File: config.mk
export PLATFORM = sky130hd
export DESIGN_NAME = interrupt_vector_priority_resolver
export DESIGN_NICKNAME = d
export VERILOG_FILES = /design/src/interrupt_vector_priority_resolver.v
export VERILOG_INCLUDE_DIRS = /design/src
export SDC_FILE = /design/constraint.sdc
export NUM_CORES = 1
export LEC_CHECK = 0
export BUFFER_PORTS_ARGS = -buffer_cell sky130_fd_sc_hd__buf_2
export CAP_MARGIN = 20
export CORE_ASPECT_RATIO = 0.8
export CORE_MARGIN = 4
export CORE_UTILIZATION = 40
export DETAILED_ROUTE_END_ITERATION = 12
export PLACE_DENSITY_LB_ADDON = 0.1
export SYNTH_ARGS = -nofsm -noshare
export SYNTH_HDL_FRONTEND = slang
export SYNTH_SLANG_ARGS = --single-unit
File: constraint.sdc
create_clock -name sys_clk_in -period 48.1 [get_ports sys_clk_in]
set_input_delay 14.43 -clock sys_clk_in [delete_from_list [all_inputs] [get_ports sys_clk_in]]
set_output_delay 14.43 -clock sys_clk_in [all_outputs]
set_load 0.01 [all_outputs]
File: src/vector_priority_map.vh
// Purpose: constants for the interrupt vector and priority resolver
// Assumes: register indices are local choices; vectors and fields are fixed
// Notes: register indices, reset value, field positions, fixed levels and vector bases live here
`ifndef VECTOR_PRIORITY_MAP_VH
`define VECTOR_PRIORITY_MAP_VH

// ----------------------------------------
// register indices (word address = index)
// ----------------------------------------
`define REG_PIN_LOW 3'h0
`define REG_PIN_HIGH 3'h1
`define REG_PIN_GROUP_CONV 3'h2
`define REG_TIMER_CH0_CH1 3'h3
`define REG_TIMER_CH1_CH2 3'h4
`define REG_STATUS 3'h5
`define REG_CORE_MASK 3'h6

// ----------------------------------------
// reset values and field layout
// ----------------------------------------
`define LEVEL_RESET 16'h0000
`define FIELD_HI 15
`define FIELD_MH 11
`define FIELD_ML 7
`define FIELD_LO 3

// ----------------------------------------
// fixed levels and vectors
// ----------------------------------------
`define LEVEL_NMI 5'h10
`define LEVEL_FIXED 5'h0F
`define VEC_NMI 8'h0B
`define VEC_BREAK 8'h0C
`define VEC_DEBUG 8'h0E
`define VEC_PIN_BASE 8'h40
`define VEC_LEVEL_PIN_BASE 8'h50
`define VEC_CONVERTER 8'h5C
`define VEC_T0_CMP_BASE 8'h6C
`define VEC_T0_OVF_BASE 8'h70
`define VEC_T1_CMP_BASE 8'h74
`define VEC_T1_OVF_BASE 8'h78
`define VEC_T2_CMP_BASE 8'h7C
`define VEC_T2_OVF_BASE 8'h80
`define NUM_SOURCES 31

`endif

File: src/interrupt_vector_priority_resolver.v
// Purpose: resolve pending interrupt sources to one vector and level
// Assumes: requests are levels synchronous to sys_clk_in, held until served
// Notes: answer registered one cycle after the pending inputs
//
// What this block does
// - each source has its own vector number and table offset
// - table offset is vector number times four
// - pins, pin group and peripheral groups take 4-bit levels 0 to 15
// - sources sharing one field use a fixed internal ranking, rank 1 highest
// - reset clears every programmable level to 0
// - equal levels resolved by fixed default order, nmi highest
// - nmi vector 11 level 16; break 12 and debug 14 at level 15
// - request pins 0-3 vectors 64-67, levels from low pin register
// - request pins 4-7 vectors 68-71, levels from high pin register
// - level pin interrupts 0-7 vectors 80-87 share bits 15:12
// - converter done vector 92, level bits 7:4
// - timer0 compare a-d vectors 108-111, bits 11:8 second register
// - timer0 overflow, e, f vectors 112-114, bits 7:4
// - timer1 compare 116-117 bits 3:0; overflow/underflow 120-121 bits 15:12
// - timer2 compare a,b vectors 124-125, bits 11:8 third register
// - timer2 overflow/underflow vectors 128-129, bits 7:4
// - a source at level 0 is never presented
`timescale 1ns/1ps
`default_nettype none
`include "vector_priority_map.vh"

module interrupt_vector_priority_resolver #(
    parameter LEVEL_WIDTH = 4
) (
    // clock and reset
    input wire sys_clk_in,
    input wire nrst_in,
    // register port
    input wire [2:0] reg_addr_in,
    input wire [15:0] reg_wdata_in,
    input wire reg_write_in,
    input wire reg_read_in,
    output reg [15:0] reg_rdata_out,
    // request sources
    input wire nmi_in,
    input wire break_in,
    input wire debug_interface_interrupt_in,
    input wire [7:0] request_pin_in,
    input wire [7:0] level_pin_interrupt_in,
    input wire converter_done_interrupt_in,
    input wire [3:0] timer0_compare_in,
    input wire [2:0] timer0_overflow_in,
    input wire [1:0] timer1_compare_in,
    input wire [1:0] timer1_underflow_in,
    input wire [1:0] timer2_compare_in,
    input wire [1:0] timer2_underflow_in,
    // core side
    input wire [3:0] core_mask_level_in,
    output reg irq_request_out,
    output reg [7:0] irq_vector_out,
    output reg [4:0] irq_level_out,
    output reg [9:0] irq_table_offset_out
);

// ----------------------------------------
// priority registers
// ----------------------------------------
reg [15:0] pin_priority_levels_low;
reg [15:0] pin_priority_levels_high;
reg [15:0] pin_group_converter_levels;
reg [15:0] timer_ch0_ch1_levels;
reg [15:0] timer_ch1_ch2_levels;

always @(posedge sys_clk_in or negedge nrst_in) begin
    if (!nrst_in) begin
        pin_priority_levels_low <= `LEVEL_RESET;
        pin_priority_levels_high <= `LEVEL_RESET;
        pin_group_converter_levels <= `LEVEL_RESET;
        timer_ch0_ch1_levels <= `LEVEL_RESET;
        timer_ch1_ch2_levels <= `LEVEL_RESET;
    end else if (reg_write_in) begin
        case (reg_addr_in)
            `REG_PIN_LOW: pin_priority_levels_low <= reg_wdata_in;
            `REG_PIN_HIGH: pin_priority_levels_high <= reg_wdata_in;
            `REG_PIN_GROUP_CONV: pin_group_converter_levels <= reg_wdata_in;
            `REG_TIMER_CH0_CH1: timer_ch0_ch1_levels <= reg_wdata_in;
            `REG_TIMER_CH1_CH2: timer_ch1_ch2_levels <= reg_wdata_in;
            default: ;
        endcase
    end
end

// ----------------------------------------
// level fields
// ----------------------------------------
wire [LEVEL_WIDTH:0] pin_lvl [0:7];
wire [LEVEL_WIDTH:0] lpin_lvl;
wire [LEVEL_WIDTH:0] conv_lvl;
wire [LEVEL_WIDTH:0] t0_cmp_lvl;
wire [LEVEL_WIDTH:0] t0_ovf_lvl;
wire [LEVEL_WIDTH:0] t1_cmp_lvl;
wire [LEVEL_WIDTH:0] t1_ovf_lvl;
wire [LEVEL_WIDTH:0] t2_cmp_lvl;
wire [LEVEL_WIDTH:0] t2_ovf_lvl;

level_field_pick #(
    .LEVEL_WIDTH(LEVEL_WIDTH),
    .FIELD_MSB(`FIELD_HI)
) i_level_field_pick_pin0 (
    .word_in(pin_priority_levels_low),
    .level_out(pin_lvl[0])
);

level_field_pick #(
    .LEVEL_WIDTH(LEVEL_WIDTH),
    .FIELD_MSB(`FIELD_MH)
) i_level_field_pick_pin1 (
    .word_in(pin_priority_levels_low),
    .level_out(pin_lvl[1])
);

level_field_pick #(
    .LEVEL_WIDTH(LEVEL_WIDTH),
    .FIELD_MSB(`FIELD_ML)
) i_level_field_pick_pin2 (
    .word_in(pin_priority_levels_low),
    .level_out(pin_lvl[2])
);

level_field_pick #(
    .LEVEL_WIDTH(LEVEL_WIDTH),
    .FIELD_MSB(`FIELD_LO)
) i_level_field_pick_pin3 (
    .word_in(pin_priority_levels_low),
    .level_out(pin_lvl[3])
);

level_field_pick #(
    .LEVEL_WIDTH(LEVEL_WIDTH),
    .FIELD_MSB(`FIELD_HI)
) i_level_field_pick_pin4 (
    .word_in(pin_priority_levels_high),
    .level_out(pin_lvl[4])
);

level_field_pick #(
    .LEVEL_WIDTH(LEVEL_WIDTH),
    .FIELD_MSB(`FIELD_MH)
) i_level_field_pick_pin5 (
    .word_in(pin_priority_levels_high),
    .level_out(pin_lvl[5])
);

level_field_pick #(
    .LEVEL_WIDTH(LEVEL_WIDTH),
    .FIELD_MSB(`FIELD_ML)
) i_level_field_pick_pin6 (
    .word_in(pin_priority_levels_high),
    .level_out(pin_lvl[6])
);

level_field_pick #(
    .LEVEL_WIDTH(LEVEL_WIDTH),
    .FIELD_MSB(`FIELD_LO)
) i_level_field_pick_pin7 (
    .word_in(pin_priority_levels_high),
    .level_out(pin_lvl[7])
);

level_field_pick #(
    .LEVEL_WIDTH(LEVEL_WIDTH),
    .FIELD_MSB(`FIELD_HI)
) i_level_field_pick_lpin (
    .word_in(pin_group_converter_levels),
    .level_out(lpin_lvl)
);

level_field_pick #(
    .LEVEL_WIDTH(LEVEL_WIDTH),
    .FIELD_MSB(`FIELD_ML)
) i_level_field_pick_conv (
    .word_in(pin_group_converter_levels),
    .level_out(conv_lvl)
);

level_field_pick #(
    .LEVEL_WIDTH(LEVEL_WIDTH),
    .FIELD_MSB(`FIELD_MH)
) i_level_field_pick_t0_cmp (
    .word_in(timer_ch0_ch1_levels),
    .level_out(t0_cmp_lvl)
);

level_field_pick #(
    .LEVEL_WIDTH(LEVEL_WIDTH),
    .FIELD_MSB(`FIELD_ML)
) i_level_field_pick_t0_ovf (
    .word_in(timer_ch0_ch1_levels),
    .level_out(t0_ovf_lvl)
);

level_field_pick #(
    .LEVEL_WIDTH(LEVEL_WIDTH),
    .FIELD_MSB(`FIELD_LO)
) i_level_field_pick_t1_cmp (
    .word_in(timer_ch0_ch1_levels),
    .level_out(t1_cmp_lvl)
);

level_field_pick #(
    .LEVEL_WIDTH(LEVEL_WIDTH),
    .FIELD_MSB(`FIELD_HI)
) i_level_field_pick_t1_ovf (
    .word_in(timer_ch1_ch2_levels),
    .level_out(t1_ovf_lvl)
);

level_field_pick #(
    .LEVEL_WIDTH(LEVEL_WIDTH),
    .FIELD_MSB(`FIELD_MH)
) i_level_field_pick_t2_cmp (
    .word_in(timer_ch1_ch2_levels),
    .level_out(t2_cmp_lvl)
);

level_field_pick #(
    .LEVEL_WIDTH(LEVEL_WIDTH),
    .FIELD_MSB(`FIELD_ML)
) i_level_field_pick_t2_ovf (
    .word_in(timer_ch1_ch2_levels),
    .level_out(t2_ovf_lvl)
);

// ----------------------------------------
// source table in default order
// ----------------------------------------
// index 0 is highest; within a shared field, lower index is higher rank
reg [`NUM_SOURCES-1:0] pend;
reg [4:0] lvl [0:`NUM_SOURCES-1];
reg [7:0] vec [0:`NUM_SOURCES-1];
integer i;

always @* begin
    pend = {timer1_underflow_in[1], timer1_underflow_in[0],
            timer1_compare_in[1], timer1_compare_in[0],
            timer0_overflow_in[2], timer0_overflow_in[1], timer0_overflow_in[0],
            timer0_compare_in[3], timer0_compare_in[2],
            timer0_compare_in[1], timer0_compare_in[0],
            converter_done_interrupt_in,
            level_pin_interrupt_in[7], level_pin_interrupt_in[6],
            level_pin_interrupt_in[5], level_pin_interrupt_in[4],
            level_pin_interrupt_in[3], level_pin_interrupt_in[2],
            level_pin_interrupt_in[1], level_pin_interrupt_in[0],
            request_pin_in[7], request_pin_in[6], request_pin_in[5],
            request_pin_in[4], request_pin_in[3], request_pin_in[2],
            request_pin_in[1], request_pin_in[0],
            debug_interface_interrupt_in, break_in, nmi_in};
    lvl[0] = `LEVEL_NMI;
    vec[0] = `VEC_NMI;
    lvl[1] = `LEVEL_FIXED;
    vec[1] = `VEC_BREAK;
    lvl[2] = `LEVEL_FIXED;
    vec[2] = `VEC_DEBUG;
    for (i = 0; i < 4; i = i + 1) begin
        lvl[3+i] = pin_lvl[i];
        vec[3+i] = `VEC_PIN_BASE + i[7:0];
        lvl[7+i] = pin_lvl[4+i];
        vec[7+i] = `VEC_PIN_BASE + 8'h04 + i[7:0];
    end
    for (i = 0; i < 8; i = i + 1) begin
        lvl[11+i] = lpin_lvl;
        vec[11+i] = `VEC_LEVEL_PIN_BASE + i[7:0];
    end
    lvl[19] = conv_lvl;
    vec[19] = `VEC_CONVERTER;
    for (i = 0; i < 4; i = i + 1) begin
        lvl[20+i] = t0_cmp_lvl;
        vec[20+i] = `VEC_T0_CMP_BASE + i[7:0];
    end
    for (i = 0; i < 3; i = i + 1) begin
        lvl[24+i] = t0_ovf_lvl;
        vec[24+i] = `VEC_T0_OVF_BASE + i[7:0];
    end
    for (i = 0; i < 2; i = i + 1) begin
        lvl[27+i] = t1_cmp_lvl;
        vec[27+i] = `VEC_T1_CMP_BASE + i[7:0];
        lvl[29+i] = t1_ovf_lvl;
        vec[29+i] = `VEC_T1_OVF_BASE + i[7:0];
    end
end

// ----------------------------------------
// resolution
// ----------------------------------------
reg [4:0] best_lvl;
reg [7:0] best_vec;
reg found;
integer j;

always @* begin
    best_lvl = 5'h00;
    best_vec = 8'h00;
    found = 1'b0;
    // strict greater keeps earlier (higher default/rank) on ties
    for (j = 0; j < `NUM_SOURCES; j = j + 1) begin
        if (pend[j] && lvl[j] != 5'h00 && lvl[j] > best_lvl) begin
            best_lvl = lvl[j];
            best_vec = vec[j];
            found = 1'b1;
        end
    end
    // timer2 sources sit past the 31-entry core table
    for (j = 0; j < 2; j = j + 1) begin
        if (timer2_compare_in[j] && t2_cmp_lvl != 5'h00 && t2_cmp_lvl > best_lvl) begin
            best_lvl = t2_cmp_lvl;
            best_vec = `VEC_T2_CMP_BASE + j[7:0];
            found = 1'b1;
        end
    end
    for (j = 0; j < 2; j = j + 1) begin
        if (timer2_underflow_in[j] && t2_ovf_lvl != 5'h00 && t2_ovf_lvl > best_lvl) begin
            best_lvl = t2_ovf_lvl;
            best_vec = `VEC_T2_OVF_BASE + j[7:0];
            found = 1'b1;
        end
    end
end

// nmi always beats mask; others must exceed it
wire present = found && (best_lvl > {1'b0, core_mask_level_in});

always @(posedge sys_clk_in or negedge nrst_in) begin
    if (!nrst_in) begin
        irq_request_out <= 1'b0;
        irq_vector_out <= 8'h00;
        irq_level_out <= 5'h00;
        irq_table_offset_out <= 10'h000;
    end else begin
        irq_request_out <= present;
        irq_vector_out <= present ? best_vec : 8'h00;
        irq_level_out <= present ? best_lvl : 5'h00;
        irq_table_offset_out <= present ? {best_vec, 2'b00} : 10'h000;
    end
end

// ----------------------------------------
// register read
// ----------------------------------------
always @(posedge sys_clk_in or negedge nrst_in) begin
    if (!nrst_in) begin
        reg_rdata_out <= 16'h0000;
    end else if (reg_read_in) begin
        case (reg_addr_in)
            `REG_PIN_LOW: reg_rdata_out <= pin_priority_levels_low;
            `REG_PIN_HIGH: reg_rdata_out <= pin_priority_levels_high;
            `REG_PIN_GROUP_CONV: reg_rdata_out <= pin_group_converter_levels;
            `REG_TIMER_CH0_CH1: reg_rdata_out <= timer_ch0_ch1_levels;
            `REG_TIMER_CH1_CH2: reg_rdata_out <= timer_ch1_ch2_levels;
            `REG_STATUS: reg_rdata_out <= {irq_request_out, 2'b00, irq_level_out, irq_vector_out};
            `REG_CORE_MASK: reg_rdata_out <= {12'h000, core_mask_level_in};
            default: reg_rdata_out <= 16'h0000;
        endcase
    end else begin
        reg_rdata_out <= 16'h0000;
    end
end

endmodule

// ----------------------------------------
// one level field, widened by a zero top bit
// ----------------------------------------
module level_field_pick #(
    parameter LEVEL_WIDTH = 4,
    parameter FIELD_MSB = 15
) (
    // register word
    input wire [15:0] word_in,
    // widened level
    output wire [LEVEL_WIDTH:0] level_out
);

assign level_out = {1'b0, word_in[FIELD_MSB -: LEVEL_WIDTH]};

endmodule

`default_nettype wire

Yosys cells after proc, flatten, opt, wreduce, memory -nomap -nowiden
Index checks and enable logic that the tools add are counted.
{"block": "word_totals", "output_inout_bits": 40, "inputBits": 62, "elab_cells": 250, "ff_bits": 120}
{"block": "op_classes", "n_reduce_logical": 89, "n_lt_le_gt_ge": 35, "eq_ne": 6, "mux": 110}
{"cell": "two-way mux 8 bit", "count": 35}
{"cell": "two-way mux 5 bit", "count": 36}
{"cell": "> comparator 4 x 5 -> 1 bit", "count": 32}
{"cell": "one-hot mux 16 bit (7 select lines)", "count": 1}
{"cell": "nonzero test 5 bit", "count": 16}
{"cell": "logical AND 1 bit", "count": 67}
{"cell": "two-way mux 1 bit", "count": 35}
{"cell": "two-way mux 16 bit", "count": 1}
{"cell": "> comparator 4 x 5 -> 1 bit (first input constant)", "count": 2}
{"cell": "two-way mux 10 bit", "count": 1}
{"cell": "AND reduction 2 bit", "count": 5}
{"cell": "equality test 3 bit (second input constant)", "count": 3}
{"cell": "equality test 3 x 2 -> 1 bit (second input constant)", "count": 2}
{"cell": "> comparator 5 x 4 -> 1 bit", "count": 1}
{"cell": "two-way mux 4 bit", "count": 1}
{"cell": "equality test 3 x 1 -> 1 bit (second input constant)", "count": 1}
{"cell": "zero test 3 bit", "count": 1}

Logic depth before layout (Yosys ltp)
{"block": "logic_depth", "depth_word": 106, "mapped_depth": 287, "mapped_depth_nobuf": 281}

Modules after synthesis
Synthesis repeated with hierarchy kept, for this count alone.
{"block": "unflattened", "cells_unflattened": 1823, "hier_area_um2": 14667.8}
{"module": "interrupt_vector_priority_resolver", "cells_per_inst": 1727, "n_inst": 1, "area_per_inst_um2": 14007.2, "seq_area_each_um2": 2752.6}
{"module": "level_field_pick", "cells_per_inst": 6, "n_inst": 16, "area_per_inst_um2": 41.3, "seq_area_each_um2": 0.0}

Worst setup path before layout
No wires, ideal clock.
{"block": "synth_path", "kind": "input-to-reg", "start": "input port nmi_in", "end": "register irq_table_offset_out[3]", "stages": 262, "setup_slack_ps": -14001, "n_path_buf": 7, "setup_ps": 143, "t_arrival_ps": 61958, "t_required_ps": 47957, "path_cell_list": "clkbuf_1 > clkbuf_1 > buf_1 > nor2_1 > ha_1 > nor2_1 > a2111oi_0 > nor3b_1 > a21oi_1 > ha_1 > nand4b_1 > a21oi_1 > o21a_1 > o22a_1 > and2b_1 > mux2i_1 > inv_1 > ha_1 > (+226 left out) > o21ai_0 > nand2b_1 > a21oi_1 > nor2_1 > nor2b_1 > clkbuf_1 > nor2_1 > a31oi_1 > ha_1 > nor2b_1 > o21ai_0 > nand2b_1 > a21oi_1 > a41o_1 > nand2_1 > and2_1 > o21ai_1 > nor4_1"}
{"block": "synth_via", "elab_chain_len": 106, "word_cells_on_any_way": 176, "classes_between": "order compare: 35; mux: 106; reduce/logical: 35"}
{"element": "from (decl)", "line_no": "interrupt_vector_priority_resolver.v:40", "text": "input wire nmi_in,"}
{"element": "two-way mux 5 bit", "line_no": "interrupt_vector_priority_resolver.v:301", "text": "if (pend[j] && lvl[j] != 5'h00 && lvl[j] > best_lvl) begin"}
{"element": "> comparator 4 x 5 -> 1 bit", "line_no": "interrupt_vector_priority_resolver.v:301"}
{"element": "logical AND 1 bit", "line_no": "interrupt_vector_priority_resolver.v:301"}
{"element": "two-way mux 5 bit", "line_no": "interrupt_vector_priority_resolver.v:301"}
{"element": "> comparator 4 x 5 -> 1 bit", "line_no": "interrupt_vector_priority_resolver.v:301"}
{"element": "logical AND 1 bit", "line_no": "interrupt_vector_priority_resolver.v:301"}
{"element": "two-way mux 5 bit", "line_no": "interrupt_vector_priority_resolver.v:301"}
{"element": "> comparator 4 x 5 -> 1 bit", "line_no": "interrupt_vector_priority_resolver.v:301"}
{"element": "(+90 left out)"}
{"element": "logical AND 1 bit", "line_no": "interrupt_vector_priority_resolver.v:316", "text": "if (timer2_underflow_in[j] && t2_ovf_lvl != 5'h00 && t2_ovf_lvl > best_lvl) begin"}
{"element": "two-way mux 5 bit", "line_no": "interrupt_vector_priority_resolver.v:316"}
{"element": "> comparator 4 x 5 -> 1 bit", "line_no": "interrupt_vector_priority_resolver.v:316"}
{"element": "logical AND 1 bit", "line_no": "interrupt_vector_priority_resolver.v:316"}
{"element": "two-way mux 5 bit", "line_no": "interrupt_vector_priority_resolver.v:316"}
{"element": "> comparator 5 x 4 -> 1 bit", "line_no": "interrupt_vector_priority_resolver.v:325", "text": "wire present = found && (best_lvl > {1'b0, core_mask_level_in});"}
{"element": "logical AND 1 bit", "line_no": "interrupt_vector_priority_resolver.v:325"}
{"element": "two-way mux 10 bit (*)", "line_no": "interrupt_vector_priority_resolver.v:337", "text": "irq_table_offset_out <= present ? {best_vec, 2'b00} : 10'h000;"}
{"element": "to (signal assigned)", "line_no": "interrupt_vector_priority_resolver.v:337"}
{"element": "to (decl)", "line_no": "interrupt_vector_priority_resolver.v:57", "text": "output reg [9:0] irq_table_offset_out"}
Mark *: on every way between the ends. The rest lies on a longest branch, timed or not.
A chain may end at the register's enable or synchronous reset.

Final worst setup path
{"block": "layout_path", "start": "input port break_in", "end": "register irq_table_offset_out[6]"}
{"block": "layout_via", "elab_chain_len": 104, "word_cells_on_any_way": 171, "classes_between": "order compare: 34; mux: 102; reduce/logical: 35"}
{"element": "from (decl)", "line_no": "interrupt_vector_priority_resolver.v:41", "text": "input wire break_in,"}
{"element": "logical AND 1 bit (*)", "line_no": "interrupt_vector_priority_resolver.v:301"}
{"element": "two-way mux 5 bit", "line_no": "interrupt_vector_priority_resolver.v:301"}
{"element": "> comparator 4 x 5 -> 1 bit", "line_no": "interrupt_vector_priority_resolver.v:301"}
{"element": "logical AND 1 bit", "line_no": "interrupt_vector_priority_resolver.v:301"}
{"element": "two-way mux 5 bit", "line_no": "interrupt_vector_priority_resolver.v:301"}
{"element": "> comparator 4 x 5 -> 1 bit", "line_no": "interrupt_vector_priority_resolver.v:301"}
{"element": "logical AND 1 bit", "line_no": "interrupt_vector_priority_resolver.v:301"}
{"element": "two-way mux 5 bit", "line_no": "interrupt_vector_priority_resolver.v:301"}
{"element": "(+88 left out)"}
{"element": "logical AND 1 bit", "line_no": "interrupt_vector_priority_resolver.v:316"}
{"element": "two-way mux 5 bit", "line_no": "interrupt_vector_priority_resolver.v:316"}
{"element": "> comparator 4 x 5 -> 1 bit", "line_no": "interrupt_vector_priority_resolver.v:316"}
{"element": "logical AND 1 bit", "line_no": "interrupt_vector_priority_resolver.v:316"}
{"element": "two-way mux 5 bit", "line_no": "interrupt_vector_priority_resolver.v:316"}
{"element": "> comparator 5 x 4 -> 1 bit", "line_no": "interrupt_vector_priority_resolver.v:325"}
{"element": "logical AND 1 bit", "line_no": "interrupt_vector_priority_resolver.v:325"}
{"element": "two-way mux 10 bit (*)", "line_no": "interrupt_vector_priority_resolver.v:337"}
Marked as above.

==> qor.txt <==
outcome = complete, but fails checks
failing checks = negative setup slack
Root Driver = clkbuf_16
Final nets = 2129
Distinct cells, synth = 104
worst slack, placed = -12.91 ns
Final Cell Area = 18770 um^2
RSZ-0062 raised after global routing = yes
post-route ant nets = 0
critical path arrival = 59.91 ns
DP Area = 15710 um^2
DR WL met2 = 21.26 mm
fin crit share = 1.241
total congestion overflow = 0
Post-Route M1 WL = 21.85 mm
Bufs on Longest Clock Path = 2
num ports = 102
final instance count without filler cells = 2342
share of layout cells above drive strength 1 = 0.5664
Setup crit end kind = register
largest net degree at the start of global routing = 76
CTS clock-pin slew for the worst setup and hold paths = 0.08 ns
PnR worst setup slack = -11.60 ns
DR vias/cell = 5.662
critical path's largest stage delay = 0.47 ns
Post-Syn Area = 11580 um^2
Sequential cell area = 2753 um^2
min cycle time layout = 59.70 ns
CP required = 48.31 ns
most frequent cells in the layout = 507 x buf_4, 110 x dfrtp_1, 102 x nand2_1
clk sink count = 110
Die W = 198.3 um
DR top layer = met4
Seq/Total Area, Yosys = 0.2377
hpwl dp = 33.09 mm
most common cell after layout, fill and taps aside = buf_4
clock latency at the later pin of the worst-skew pair = 0.35 ns
Avg Cell Area, Syn = 8.279 um^2
Pins Over Slew Limit = 0
class of the worst hold path = reg2reg
Post-synth EDFFs = 0
ys flop type = dfrtp_1
Worst Hold Depth = 1
worst reg2reg startpoint = pin_priority_levels_low[12]
worst r2r dst = irq_table_offset_out[6]
number of fill cells in the layout = 2301
Worst Skew = 0.009190 ns
hold_sp = timer_ch0_ch1_levels[14]
Die H = 160.2 um
total track usage = 0.2743
most used cell, CP = ha_4
Port Buffers = 99
placed cells = 2144
WS Path Type = in2reg
slowest cell on the critical path = or3_4
max-cap violation count = 0
global-route wire length before repair = 70.79 mm
synthesized instance count = 1399
TritonCTS buffer count = 9
Hold Path End = timer_ch0_ch1_levels[14]
final setup TNS = -149.51 ns
DRT Pass-1 Iters = 5
clock tree from TritonCTS = yes
relative slew slack = 0.2343
DRC = 0
Reg2Reg Setup Slack = 2.13 ns
final setup fails = 13
Vias = 13260
synth warn = 0
Core Rows = 55
GP Congestion = 0.8761
H-tree depth = 3
met3 WL post-DR = 2.232 mm
vias in the first global route = 13100
routed len/inst = 19.63 um
Synth Register Bits = 110
DRT iter0 DRCs = 817
Area Overhead vs Synth = 62.05%
initial antenna violation count = 0
async set or reset register ratio after synthesis = 1.000
Fmax achieved = 16.75 MHz
Core Region = 28420 um^2
startpoint type of the worst setup path = input pin
Initial Util = 0.4075
full die area = 31760 um^2
Worst-Margin Slew = 1.148 ns
final WL = 45.97 mm
final hold violations = 0
n_diodes = 0
area of the multi-input gates = 10450 um^2
crit path max fanout = 7
worst reg-to-reg path cell count = 257
synth_stat cells (13+ instances only):
cell      instances  area [um^2]
nor2b_1          16        100.1
a31oi_1          22        137.6
a21o_1           16        120.1
o21ai_0          88        440.4
clkbuf_1         42        157.7
and2_1           23        143.9
nand3_1          39        195.2
dfrtp_1         110         2753
mux2i_1          38        380.4
o22ai_1          13        81.33
and3_1           15        93.84
ha_1            100         1251
o21a_1           16        120.1
inv_1            95        356.6
nand4_1          15        93.84
a22oi_1          15        112.6
nand2_1         125        469.2
a21oi_1          98        490.5
nor3_1           23        115.1
mux2_2          108         1216
nor2_1          130        488.0
registers in the layout, summed over array words and instances, names as in the netlist:
signal and flops:
pin_group_converter_levels 16, pin_priority_levels_low 16, reg_rdata_out 16, timer_ch0_ch1_levels 16
timer_ch1_ch2_levels 16, irq_table_offset_out 8, pin_priority_levels_high 16, irq_level_out 5
irq_request_out 1
layout make-up:
cell class	count	share of cell area
clock inverter	6	0.004200
multi-input combinational	1135	0.5567
timing repair buffer	615	0.2355
sequential	110	0.1467
tap	370	0.02466
clock buffer	10	0.01220
inverter	96	0.02013
worst max-delay path, delay by kind of cell:
| family | cells | cell delay, ns |
|---|---|---|
| buf+inv | 25 | 2.28 |
| compound gates | 100 | 16.37 |
| mux | 23 | 6.84 |
| simple gates | 77 | 11.46 |
| fa+ha+maj | 34 | 8.43 |
metrics by stage:
stage                 util  hold WS (ns)
floorplan                -        0.4741
global placement    0.5526        0.4836
detailed placement  0.5526        0.4926
CTS                 0.6266        0.5080
global route        0.6604        0.5207
finish              0.6604        0.5090
how the worst max path moves through the flow:
stage / start / to
global placement: break_in / irq_table_offset_out[3]
finish: break_in / irq_table_offset_out[6]
detailed placement: break_in / irq_table_offset_out[3]
floorplan: nmi_in / irq_table_offset_out[3]
CTS: debug_interface_interrupt_in / irq_table_offset_out[6]
global route: break_in / irq_table_offset_out[3]
routing by layer:
layer,global-route usage,up-vias
met4,0.04193,0
met1,0.4042,6490
li1,-,6340
met2,0.4414,384
met3,0.03206,47
met5,0,-
cell families (layout without fill, tap and decap cells):
family	count (synthesis)	in the layout	share of synthesized area
compound gates	408	408	0.2441
xor+xnor	6	6	0.004537
fa+ha+maj	102	102	0.1098
buf+inv	155	727	0.05401
flops	110	110	0.2377
mux	154	154	0.1521
other cells	1	2	0.0003238
simple gates	463	463	0.1975
repair_timing:
item | 4_1_cts | 5_1_grt
resized for setup | 151 | 141
hold buffers | 0 | 0
setup endpoints to repair | 13 | 13
setup buffers | 140 | 44
cloned | 0 | 1
pin swaps | 163 | 175
Power is left out: the tool's default activity adds up to more than one toggle a clock period on the data nets, which glitch-free logic cannot reach.
